$ cat config.mk
export PLATFORM = sky130hd
export DESIGN_NAME = diag_monitor_filter_config
export DESIGN_NICKNAME = d
export VERILOG_FILES = /design/src/rtl/diag_pkg.sv /design/src/rtl/diag_monitor_filter_config.sv /design/src/rtl/filter_res_decode.sv
export VERILOG_INCLUDE_DIRS = /design/src /design/src/rtl
export SDC_FILE = /design/constraint.sdc
export NUM_CORES = 1
export LEC_CHECK = 0
export BUFFER_PORTS_ARGS = -buffer_cell sky130_fd_sc_hd__buf_4
export CORE_MARGIN = 3
export CORE_UTILIZATION = 45
export CTS_CLUSTER_SIZE = 30
export DETAILED_ROUTE_END_ITERATION = 8
export PLACE_DENSITY = 0.73
export SLEW_MARGIN = 20
export SYNTH_ARGS = -nofsm -noshare
export SYNTH_HDL_FRONTEND = slang
export SYNTH_SLANG_ARGS = --single-unit
$ cat constraint.sdc
create_clock -name clk -period 2.3 [get_ports clk]
set_input_delay 0.115 -clock clk [delete_from_list [all_inputs] [get_ports clk]]
set_output_delay 0.115 -clock clk [all_outputs]
set_load 0.01 [all_outputs]
$ cat src/rtl/diag_consts.svh
// Register map constants for the filter and monitor configuration bank
`ifndef DIAG_CONSTS_SVH
`define DIAG_CONSTS_SVH
`define CH5_FILTER_ADDR 8'h22
`define DIAG_SELECT_ADDR 8'h23
`define CFG_RESET_VAL 8'h00
`define FILT_LSB 0
`define FILT_MSB 3
`define FUNC_LSB 6
`define FUNC_MSB 7
`define AMP_EN_BIT 5
`define BIAS_EXT_BIT 4
`define CHAN_LSB 0
`define CHAN_MSB 3
`define FILT_60R 4'h0
`define FILT_5K6 4'h5
`define FILT_11K2 4'h6
`define FILT_22K2 4'h7
`define FILT_44K4 4'h8
`define FILT_104K 4'h9
`define CHAN_LAST 4'h5
`define CHAN_COUNT 6
`define FILT_ONEHOT_RESET 6'h01
`define FUNC_OFF 2'h0
`define FUNC_VOLT 2'h1
`define FUNC_CURR 2'h2
`define FUNC_TEMP 2'h3
`endif

$ cat src/rtl/diag_pkg.sv
// Types shared by the configuration bank
package diag_pkg;
  typedef enum logic [1:0] {
    diag_off,
    diag_voltage,
    diag_current,
    diag_temperature
  } diag_func_t;

  typedef struct packed {
    logic valid;
    logic [5:0] onehot;
  } filt_sel_t;

  typedef struct packed {
    diag_func_t func;
    logic amp_en;
    logic bias_internal_en;
    logic chan_valid;
    logic [5:0] chan_onehot;
  } diag_ctrl_t;
endpackage : diag_pkg

$ cat src/rtl/diag_monitor_filter_config.sv
// Filter resistor and diagnostic monitor configuration registers
// What this block does
// - Decode channel 5 filter code to 60R, 5.6k, 11.2k, 22.2k, 44.4k or 104k.
// - Filter select is bits 3:0, read/write, resets to zero (60 ohm).
// - Monitor bits 7:6 choose off, voltage, current or temperature diagnostics.
// - Monitor bit 5 set enables the mux output buffer; clear bypasses it.
// - Monitor bit 4 set turns off internal diode bias; external bias used.
// - Monitor bits 3:0 pick channel 0 to 5 for voltage or current diagnostics.
// - Monitor register sits at 0x23, resets to 0x00, all fields read/write.
`include "diag_consts.svh"
module diag_monitor_filter_config
  import diag_pkg::*;
(
  input wire logic clk,
  input wire logic srst,
  input wire logic wr_en,
  input wire logic rd_en,
  input wire logic [7:0] addr,
  input wire logic [7:0] wdata,
  output logic [7:0] rdata,
  output logic rvalid,
  output filt_sel_t ch5_filter_sel,
  output diag_ctrl_t diag_ctrl
);
  localparam int NUM_CHAN = `CHAN_COUNT;
  localparam int FILT_W = `FILT_MSB - `FILT_LSB + 1;
  localparam int CHAN_W = `CHAN_MSB - `CHAN_LSB + 1;

  // Address decode, shared by the write and read paths
  logic filt_hit;
  logic mon_hit;
  logic filt_wr;
  logic mon_wr;
  logic filt_rd;
  logic mon_rd;
  logic unmapped_rd;

  // Filter select register
  logic [FILT_W-1:0] filt_q;
  logic [FILT_W-1:0] filt_d;

  // Monitor setup register
  logic [7:0] mon_q;
  logic [7:0] mon_d;

  // Read return, one group for the strobe and one for the data
  logic [7:0] filt_view;
  logic [7:0] mon_view;
  logic [7:0] rdata_q;
  logic [7:0] rdata_d;
  logic rvalid_q;
  logic rvalid_d;

  // Monitor field decode
  diag_func_t func_c;
  logic amp_en_c;
  logic bias_ext_c;
  logic [CHAN_W-1:0] chan_code;
  logic chan_in_range;
  logic chan_routed;
  logic [NUM_CHAN-1:0] chan_hit;

  // Registered monitor controls
  diag_ctrl_t ctrl_q;
  diag_ctrl_t ctrl_d;

  // Filter resistor decode
  filt_sel_t filt_sel_c;
  filt_sel_t filt_sel_q;
  filt_sel_t filt_sel_d;

  // Only one register can match, so a chain keeps the hits exclusive
  always_comb begin
    filt_hit = 1'b0;
    mon_hit = 1'b0;
    if (addr == `CH5_FILTER_ADDR) begin
      filt_hit = 1'b1;
    end else if (addr == `DIAG_SELECT_ADDR) begin
      mon_hit = 1'b1;
    end
  end

  assign filt_wr = wr_en && filt_hit;
  assign mon_wr = wr_en && mon_hit;
  assign filt_rd = rd_en && filt_hit;
  assign mon_rd = rd_en && mon_hit;
  assign unmapped_rd = rd_en && !filt_hit && !mon_hit;

  // Upper nibble of a filter write is reserved and dropped
  always_comb begin
    filt_d = filt_q;
    if (filt_wr) begin
      filt_d = wdata[`FILT_MSB:`FILT_LSB];
    end
  end

  // Any code is kept as written, even one that the decoder leaves open
  always_ff @(posedge clk) begin
    if (srst) begin
      filt_q <= FILT_W'(`CFG_RESET_VAL);
    end else begin
      filt_q <= filt_d;
    end
  end

  // All eight bits are fields, none reserved
  always_comb begin
    mon_d = mon_q;
    if (mon_wr) begin
      mon_d = wdata;
    end
  end

  always_ff @(posedge clk) begin
    if (srst) begin
      mon_q <= `CFG_RESET_VAL;
    end else begin
      mon_q <= mon_d;
    end
  end

  // Reserved filter bits read back as zero
  assign filt_view = 8'(filt_q);
  assign mon_view = mon_q;

  // A read of any address is answered, mapped or not
  always_comb begin
    rvalid_d = rd_en;
  end

  always_ff @(posedge clk) begin
    if (srst) begin
      rvalid_q <= 1'b0;
    end else begin
      rvalid_q <= rvalid_d;
    end
  end

  // Reads see the value held before a same-cycle write; unmapped reads return zero
  always_comb begin
    rdata_d = '0;
    if (filt_rd) begin
      rdata_d = filt_view;
    end else if (mon_rd) begin
      rdata_d = mon_view;
    end else if (unmapped_rd) begin
      rdata_d = '0;
    end
  end

  always_ff @(posedge clk) begin
    if (srst) begin
      rdata_q <= '0;
    end else begin
      rdata_q <= rdata_d;
    end
  end

  assign func_c = diag_func_t'(mon_q[`FUNC_MSB:`FUNC_LSB]);
  assign amp_en_c = mon_q[`AMP_EN_BIT];
  assign bias_ext_c = mon_q[`BIAS_EXT_BIT];
  assign chan_code = mon_q[`CHAN_MSB:`CHAN_LSB];

  // Codes above the last channel are stored but route nothing
  assign chan_in_range = chan_code <= `CHAN_LAST;
  // Channel routing only matters for voltage and current diagnostics
  assign chan_routed = chan_in_range && (func_c == diag_voltage || func_c == diag_current);

  // One comparator per output channel
  for (genvar i = 0; i < NUM_CHAN; i++) begin : g_chan
    assign chan_hit[i] = chan_routed && chan_code == CHAN_W'(i);
  end

  always_comb begin
    ctrl_d = '0;
    ctrl_d.func = func_c;
    ctrl_d.amp_en = amp_en_c;
    ctrl_d.bias_internal_en = ~bias_ext_c;
    ctrl_d.chan_valid = chan_routed;
    ctrl_d.chan_onehot = chan_hit;
  end

  // Reset state equals the decode of an all-zero monitor register
  always_ff @(posedge clk) begin
    if (srst) begin
      ctrl_q.func <= diag_off;
      ctrl_q.amp_en <= 1'b0;
      ctrl_q.bias_internal_en <= 1'b1;
      ctrl_q.chan_valid <= 1'b0;
      ctrl_q.chan_onehot <= '0;
    end else begin
      ctrl_q <= ctrl_d;
    end
  end

  // Decoder is purely combinational; its output is registered below
  filter_res_decode u_filt (
    .code(filt_q),
    .sel(filt_sel_c)
  );

  always_comb begin
    filt_sel_d = filt_sel_c;
  end

  // Switch selects are registered so the analog side never sees decode glitches
  always_ff @(posedge clk) begin
    if (srst) begin
      filt_sel_q.valid <= 1'b1;
      filt_sel_q.onehot <= `FILT_ONEHOT_RESET;
    end else begin
      filt_sel_q <= filt_sel_d;
    end
  end

  assign rdata = rdata_q;
  assign rvalid = rvalid_q;
  assign ch5_filter_sel = filt_sel_q;
  assign diag_ctrl = ctrl_q;
endmodule : diag_monitor_filter_config

$ cat src/rtl/filter_res_decode.sv
// Decoder from filter select code to one-hot resistor switch enables
`include "diag_consts.svh"
module filter_res_decode
  import diag_pkg::*;
(
  input wire logic [3:0] code,
  output filt_sel_t sel
);
  always_comb begin
    sel = '0;
    // Unlisted codes leave every resistor switch open
    case (code)
      `FILT_60R: sel = '{valid: 1'b1, onehot: 6'h01};
      `FILT_5K6: sel = '{valid: 1'b1, onehot: 6'h02};
      `FILT_11K2: sel = '{valid: 1'b1, onehot: 6'h04};
      `FILT_22K2: sel = '{valid: 1'b1, onehot: 6'h08};
      `FILT_44K4: sel = '{valid: 1'b1, onehot: 6'h10};
      `FILT_104K: sel = '{valid: 1'b1, onehot: 6'h20};
      default: sel = '0;
    endcase
  end
endmodule : filter_res_decode

After elaboration in Yosys (flattened, before gate mapping)
Cells that the tools add are included.
{ "word_totals": {"elab_cells": 50, "reg_bits": 39, "inputBits": 20, "output_inout_bits": 27} }
{ "op_classes": {"order_cmp": 1, "n_mux": 6, "n_bitwise": 2, "reduce_logical": 15, "n_eq_ne": 14} }
{ "ops": {"columns": ["operator", "n"], "rows": [
  ["$pmux W7 S6", 1],
  ["$eq A4 B3 Y1 const B", 5],
  ["$eq A8 B6 Y1 const B", 2],
  ["$logic_and A1 B1 Y1", 11],
  ["$eq A4 B2 Y1 const B", 2],
  ["$eq A4 B4 Y1 const B", 2],
  ["$logic_not A4 Y1", 2],
  ["$mux W4", 2],
  ["$eq A4 B1 Y1 const B", 1],
  ["$le A4 B3 Y1 const B", 1],
  ["$mux W1", 3],
  ["$reduce_or A3 Y1", 1],
  ["$eq A2 B1 Y1 const B", 1],
  ["$eq A2 B2 Y1 const B", 1],
  ["$not A1 Y1", 2],
  ["$logic_or A1 B1 Y1", 1]
]} }

Logic depth before layout (Yosys ltp)
{ "depth": {"word_depth": 6, "ltp_mapped": 5, "ltp_nobuf": 3} }

Hierarchy
From an unflattened synthesis, not the netlist that was laid out.
{ "hier_totals": {"hier_cells": 125, "area_unflattened_um2": 1416.4} }
{ "modules_own_cells": {"columns": ["module", "area_each_um2", "seq_area_each_um2", "instances", "cells_per_inst"], "rows": [
  ["diag_monitor_filter_config", 1330.0, 780.7, 1, 113],
  ["filter_res_decode", 86.3, 0.0, 1, 12]
]} }

Worst setup path after synthesis
OpenSTA, ideal clock, no wires.
{ "synth_path": {"path_kind": "input -> register", "startpoint": "input port addr[3]", "endpoint": "register mon_q[5]", "required_time_ns": 2.177, "cell_stages": 4, "path_slack_ns": 1.088, "arrival_ns": 1.089, "path_buffers": 1, "setup_ns": 0.123, "path_cell_list": "nor3b_1 and4_1 buf_6 mux2_1"} }
{ "synth_via": {"elab_chain_len": 4, "word_cells_on_any_way": 5, "classes_between": "eq/ne: 2; mux: 2; reduce/logical: 1"} }
{ "synth_rtl": {"columns": ["item", "line_no", "source"], "rows": [
  ["start, declared", "diag_monitor_filter_config.sv:18", "input wire logic [7:0] addr,"],
  ["$eq A8 B6 Y1 (no line)", null, null],
  ["$mux W1", "diag_monitor_filter_config.sv:78", "end else if (addr == `DIAG_SELECT_ADDR) begin"],
  ["$mux W1 *", "diag_monitor_filter_config.sv:76", "if (addr == `CH5_FILTER_ADDR) begin"],
  ["$logic_and A1 B1 Y1 *", "diag_monitor_filter_config.sv:84", "assign mon_wr = wr_en && mon_hit;"],
  ["end signal, assigned", "diag_monitor_filter_config.sv:116", "mon_q <= `CFG_RESET_VAL;"],
  ["end signal, assigned", "diag_monitor_filter_config.sv:118", "mon_q <= mon_d;"],
  ["end, declared", "diag_monitor_filter_config.sv:43", "logic [7:0] mon_q;"]
]} }
Every way passes the cells marked *; elsewhere a longest branch is shown, timed or not.
A chain may end at the register's enable or synchronous reset.

Worst setup path after layout
{ "layout_path": {"startpoint": "register mon_q[6]", "endpoint": "register ctrl_q, in the netlist diag_ctrl[3]"} }
{ "layout_via": {"elab_chain_len": 4, "word_cells_on_any_way": 5, "classes_between": "eq/ne: 2; reduce/logical: 3"} }
{ "layout_rtl": {"columns": ["item", "line_no", "source"], "rows": [
  ["$eq A2 B1 Y1 or $eq A2 B2 Y1 (tied branches)", "diag_monitor_filter_config.sv:167", "assign chan_routed = chan_in_range && (func_c == diag_voltage || func_c == diag_current);"],
  ["$logic_or A1 B1 Y1 *", "diag_monitor_filter_config.sv:167", null],
  ["$logic_and A1 B1 Y1 *", "diag_monitor_filter_config.sv:167", null],
  ["$logic_and A1 B1 Y1 *", "diag_monitor_filter_config.sv:171", "assign chan_hit[i] = chan_routed && chan_code == CHAN_W'(i);"],
  ["end signal, assigned", "diag_monitor_filter_config.sv:192", "ctrl_q <= ctrl_d;"],
  ["end, declared", "diag_monitor_filter_config.sv:64", "diag_ctrl_t ctrl_q;"]
]} }
Marks and branches as above.

==> impl_metrics.csv <==
group,metric,value,unit
run_status,status,"finished, final reports clean",
die,io_pins,47,
hold_path,min_path_type,"in2reg",
sta,skew,0.002195,ns
logic_synthesis,synthDistinctLibCells,29,
route,routedWlPerCell,13.49,um
logic_synthesis,async_flop_share,0,%
route,drt-total-wl,2671,um
global_routing,gr-total-overflow,0,
logic_synthesis,synth_top_flop_cell,"dfxtp_1",
clock_network,cts_hold_buf,0,
route,ant_nets,0,
worst_setup_path,crit_path_end_kind,"register",
route,drt-initial-drc-count,13,
logic_synthesis,synth_common_cells,"39 x dfxtp_1, 14 x nand2_1, 13 x mux2i_1",
logic_synthesis,synthesis.nets,142,
route,firstDrtPassIters,2,
clock_network,htreeDepth,2,
route,post_drt_via_cell_ratio,5.121,
worst_setup_path,cp-start-kind,"register",
logic_synthesis,syn_inst,122,
worst_setup_path,worst_ep_arrival_time,1.54,ns
placed_design,dp_hpwl,2001,um
logic_synthesis,synth_area_leader_cell,"dfxtp_1",
die,core,2805,um2
cells_and_area,areaGrowthSynthToFinish,28.92,%
logic_synthesis,yosysSeqAreaShare,58.21,%
worst_setup_path,worstPathMaxFanout,7,
die,die-width,60.60,um
clock_network,postCtsSetupBuffers,0,
clock_network,numCtsBuffers,5,
cells_and_area,drive_gt1_share,31.74,%
die,start_util,47.81,%
logic_synthesis,synthesis.area,1341,um2
cells_and_area,stdcell_area,1729,um2
sta,grt_setup_unrepaired,"false",
die,dieHeight,60.60,um
flow_run,drv_cap,0,
clock_network,cts_tree,"built",
sta,final.setup.tns,0,ns
placed_design,io_buffers,46,
logic_synthesis,synth-seq-cells,39,
die,die_area,3672,um2
logic_synthesis,syn_area_per_cell,10.99,um2
pwr,power_density,592.8,nW/um2
global_routing,grt_pass1_vias,944,
logic_synthesis,ys.warnings.count,0,
sta,finalCriticalPeriod,1.265,ns
pwr,leakagePower,0.7561,nW
sta,setup_viol,0,
worst_setup_path,worstSetupPathType,"reg2reg",
cells_and_area,diodes,0,
logic_synthesis,yosysTopAreaCellShare,58.21,%
sta,slew_headroom,70.82,%
placed_design,pre_cts_ws,0.6809,ns
global_routing,grt_pass1_wl,4091,um
logic_synthesis,synthTopCellsByArea,"dfxtp_1 58%, mux2i_1 9.7%, nand2_1 3.9%",
sta,worst_pin_slew,0.4378,ns
placed_design,placed_area,1688,um2
sta,setup_ws,1.035,ns
route,num_vias,1014,
sta,finalMaxSlewViolations,0,
logic_synthesis,synth-edff-count,0,
global_routing,grt_max_degree,16,
placed_design,gp_congestion,0.7235,
route,route.detailed.drc,0,
cells_and_area,fin_util,61.64,%
global_routing,antenna_found_initial,0,
clock_network,clk_pin_slew,0.10,ns
sta,hold_viol_final,0,
clock_network,cts_sinks,39,
cells_and_area,fin_nets,188,
clock_network,cts_root_buf,"clkbuf_4",
die,fp-row-count,19,
clock_network,cts_resized,0,
logic_synthesis,synth.most_common_cell,"dfxtp_1",
clock_network,cts.path.max_buffers,2,
sta,timing.fmax,790.5,MHz
worst_setup_path,cp.required,2.58,ns
clock_network,insertion_delay,0.33,ns
global_routing,grt_use_total,15.69,%
sta,final.period_utilization,55.00,%
pwr,ir_drop,0.3534,mV
[per-stage QoR]
step	total power [mW]	hold slack (ns)	std cells
floorplan	0.7116	0.2058	122
global placement	0.7408	0.3869	192
detailed placement	0.7419	0.3839	192
CTS	1.042	0.01661	198
global route	1.074	0.02813	198
finish	1.025	0.02858	198
[layer usage]
metal  part of all wire, %  global-route usage (%)
met1                    43                   17.57
met2                    47                   25.50
met3                   8.0                   7.021
met4                   1.5                   7.430
met5                     0                       0
[critical path, stage by stage (launching register included)]
cell      delay [ns]
dfxtp_1         0.34
xnor2_1         0.13
or3_1           0.43
and4bb_1        0.31
[worst paths after layout]
| path | startpoint | to | slack [ns] | cells after the start |
|---|---|---|---|---|
| max | mon_q[6] | diag_ctrl[3] | 1.03 | 3 |
| min | wdata[4] | mon_q[4] | 0.03 | 3 |
| max reg2reg | mon_q[6] | diag_ctrl[3] | 1.03 | 3 |
| min reg2reg | mon_q[4] | diag_ctrl[7] | 0.42 | 1 |
[layout by cell type, fill, tap and decap left out, types with 2 or more instances in the layout]
cell type | netlist | layout
and2_1 | 4 | 4
and4_1 | 2 | 2
buf_4 | 0 | 46
clkbuf_4 | 0 | 5
dfxtp_1 | 39 | 39
inv_1 | 3 | 3
mux2_1 | 3 | 3
mux2i_1 | 13 | 13
nand2_1 | 14 | 14
nand2b_1 | 2 | 2
nand3_1 | 2 | 2
nor2_1 | 7 | 7
nor2b_1 | 7 | 7
nor3_1 | 4 | 4
nor4_1 | 3 | 3
[logic make-up after synthesis]
| logic type | Yosys count | synth area share [%] |
|---|---|---|
| and+or+nand+nor | 52 | 23.04 |
| xor gates and xnor gates | 1 | 0.6531 |
| muxes | 16 | 12.22 |
| DFF | 39 | 58.21 |
| buffers and inverters | 10 | 3.638 |
| AOI/OAI and AO/OA | 4 | 2.239 |
[sequential cells by signal, indices dropped and copies added, names as in the netlist]
name and count:
diag_ctrl 11, rdata 8, filt_q 4, ch5_filter_sel 7, rvalid 1, mon_q 8
[where the power goes]
group	switching [mW]	leakage, nW	internal (mW)
sequential	0.000628	0.314	0.676
clock	0.191	0.0242	0.109
combinational	0.0202	0.418	0.0289
total	0.211	0.756	0.814
[area by class of cell]
class | count | area [um2]
tap | 31 | 38.79
timing repair buffer | 46 | 345.3
fill | 241 | 1076
sequential | 39 | 780.7
multi-input combinational | 73 | 511.7
clock buffer | 6 | 41.29
inverter | 3 | 11.26
No activity file was read; power rests on OpenSTA's default activity.
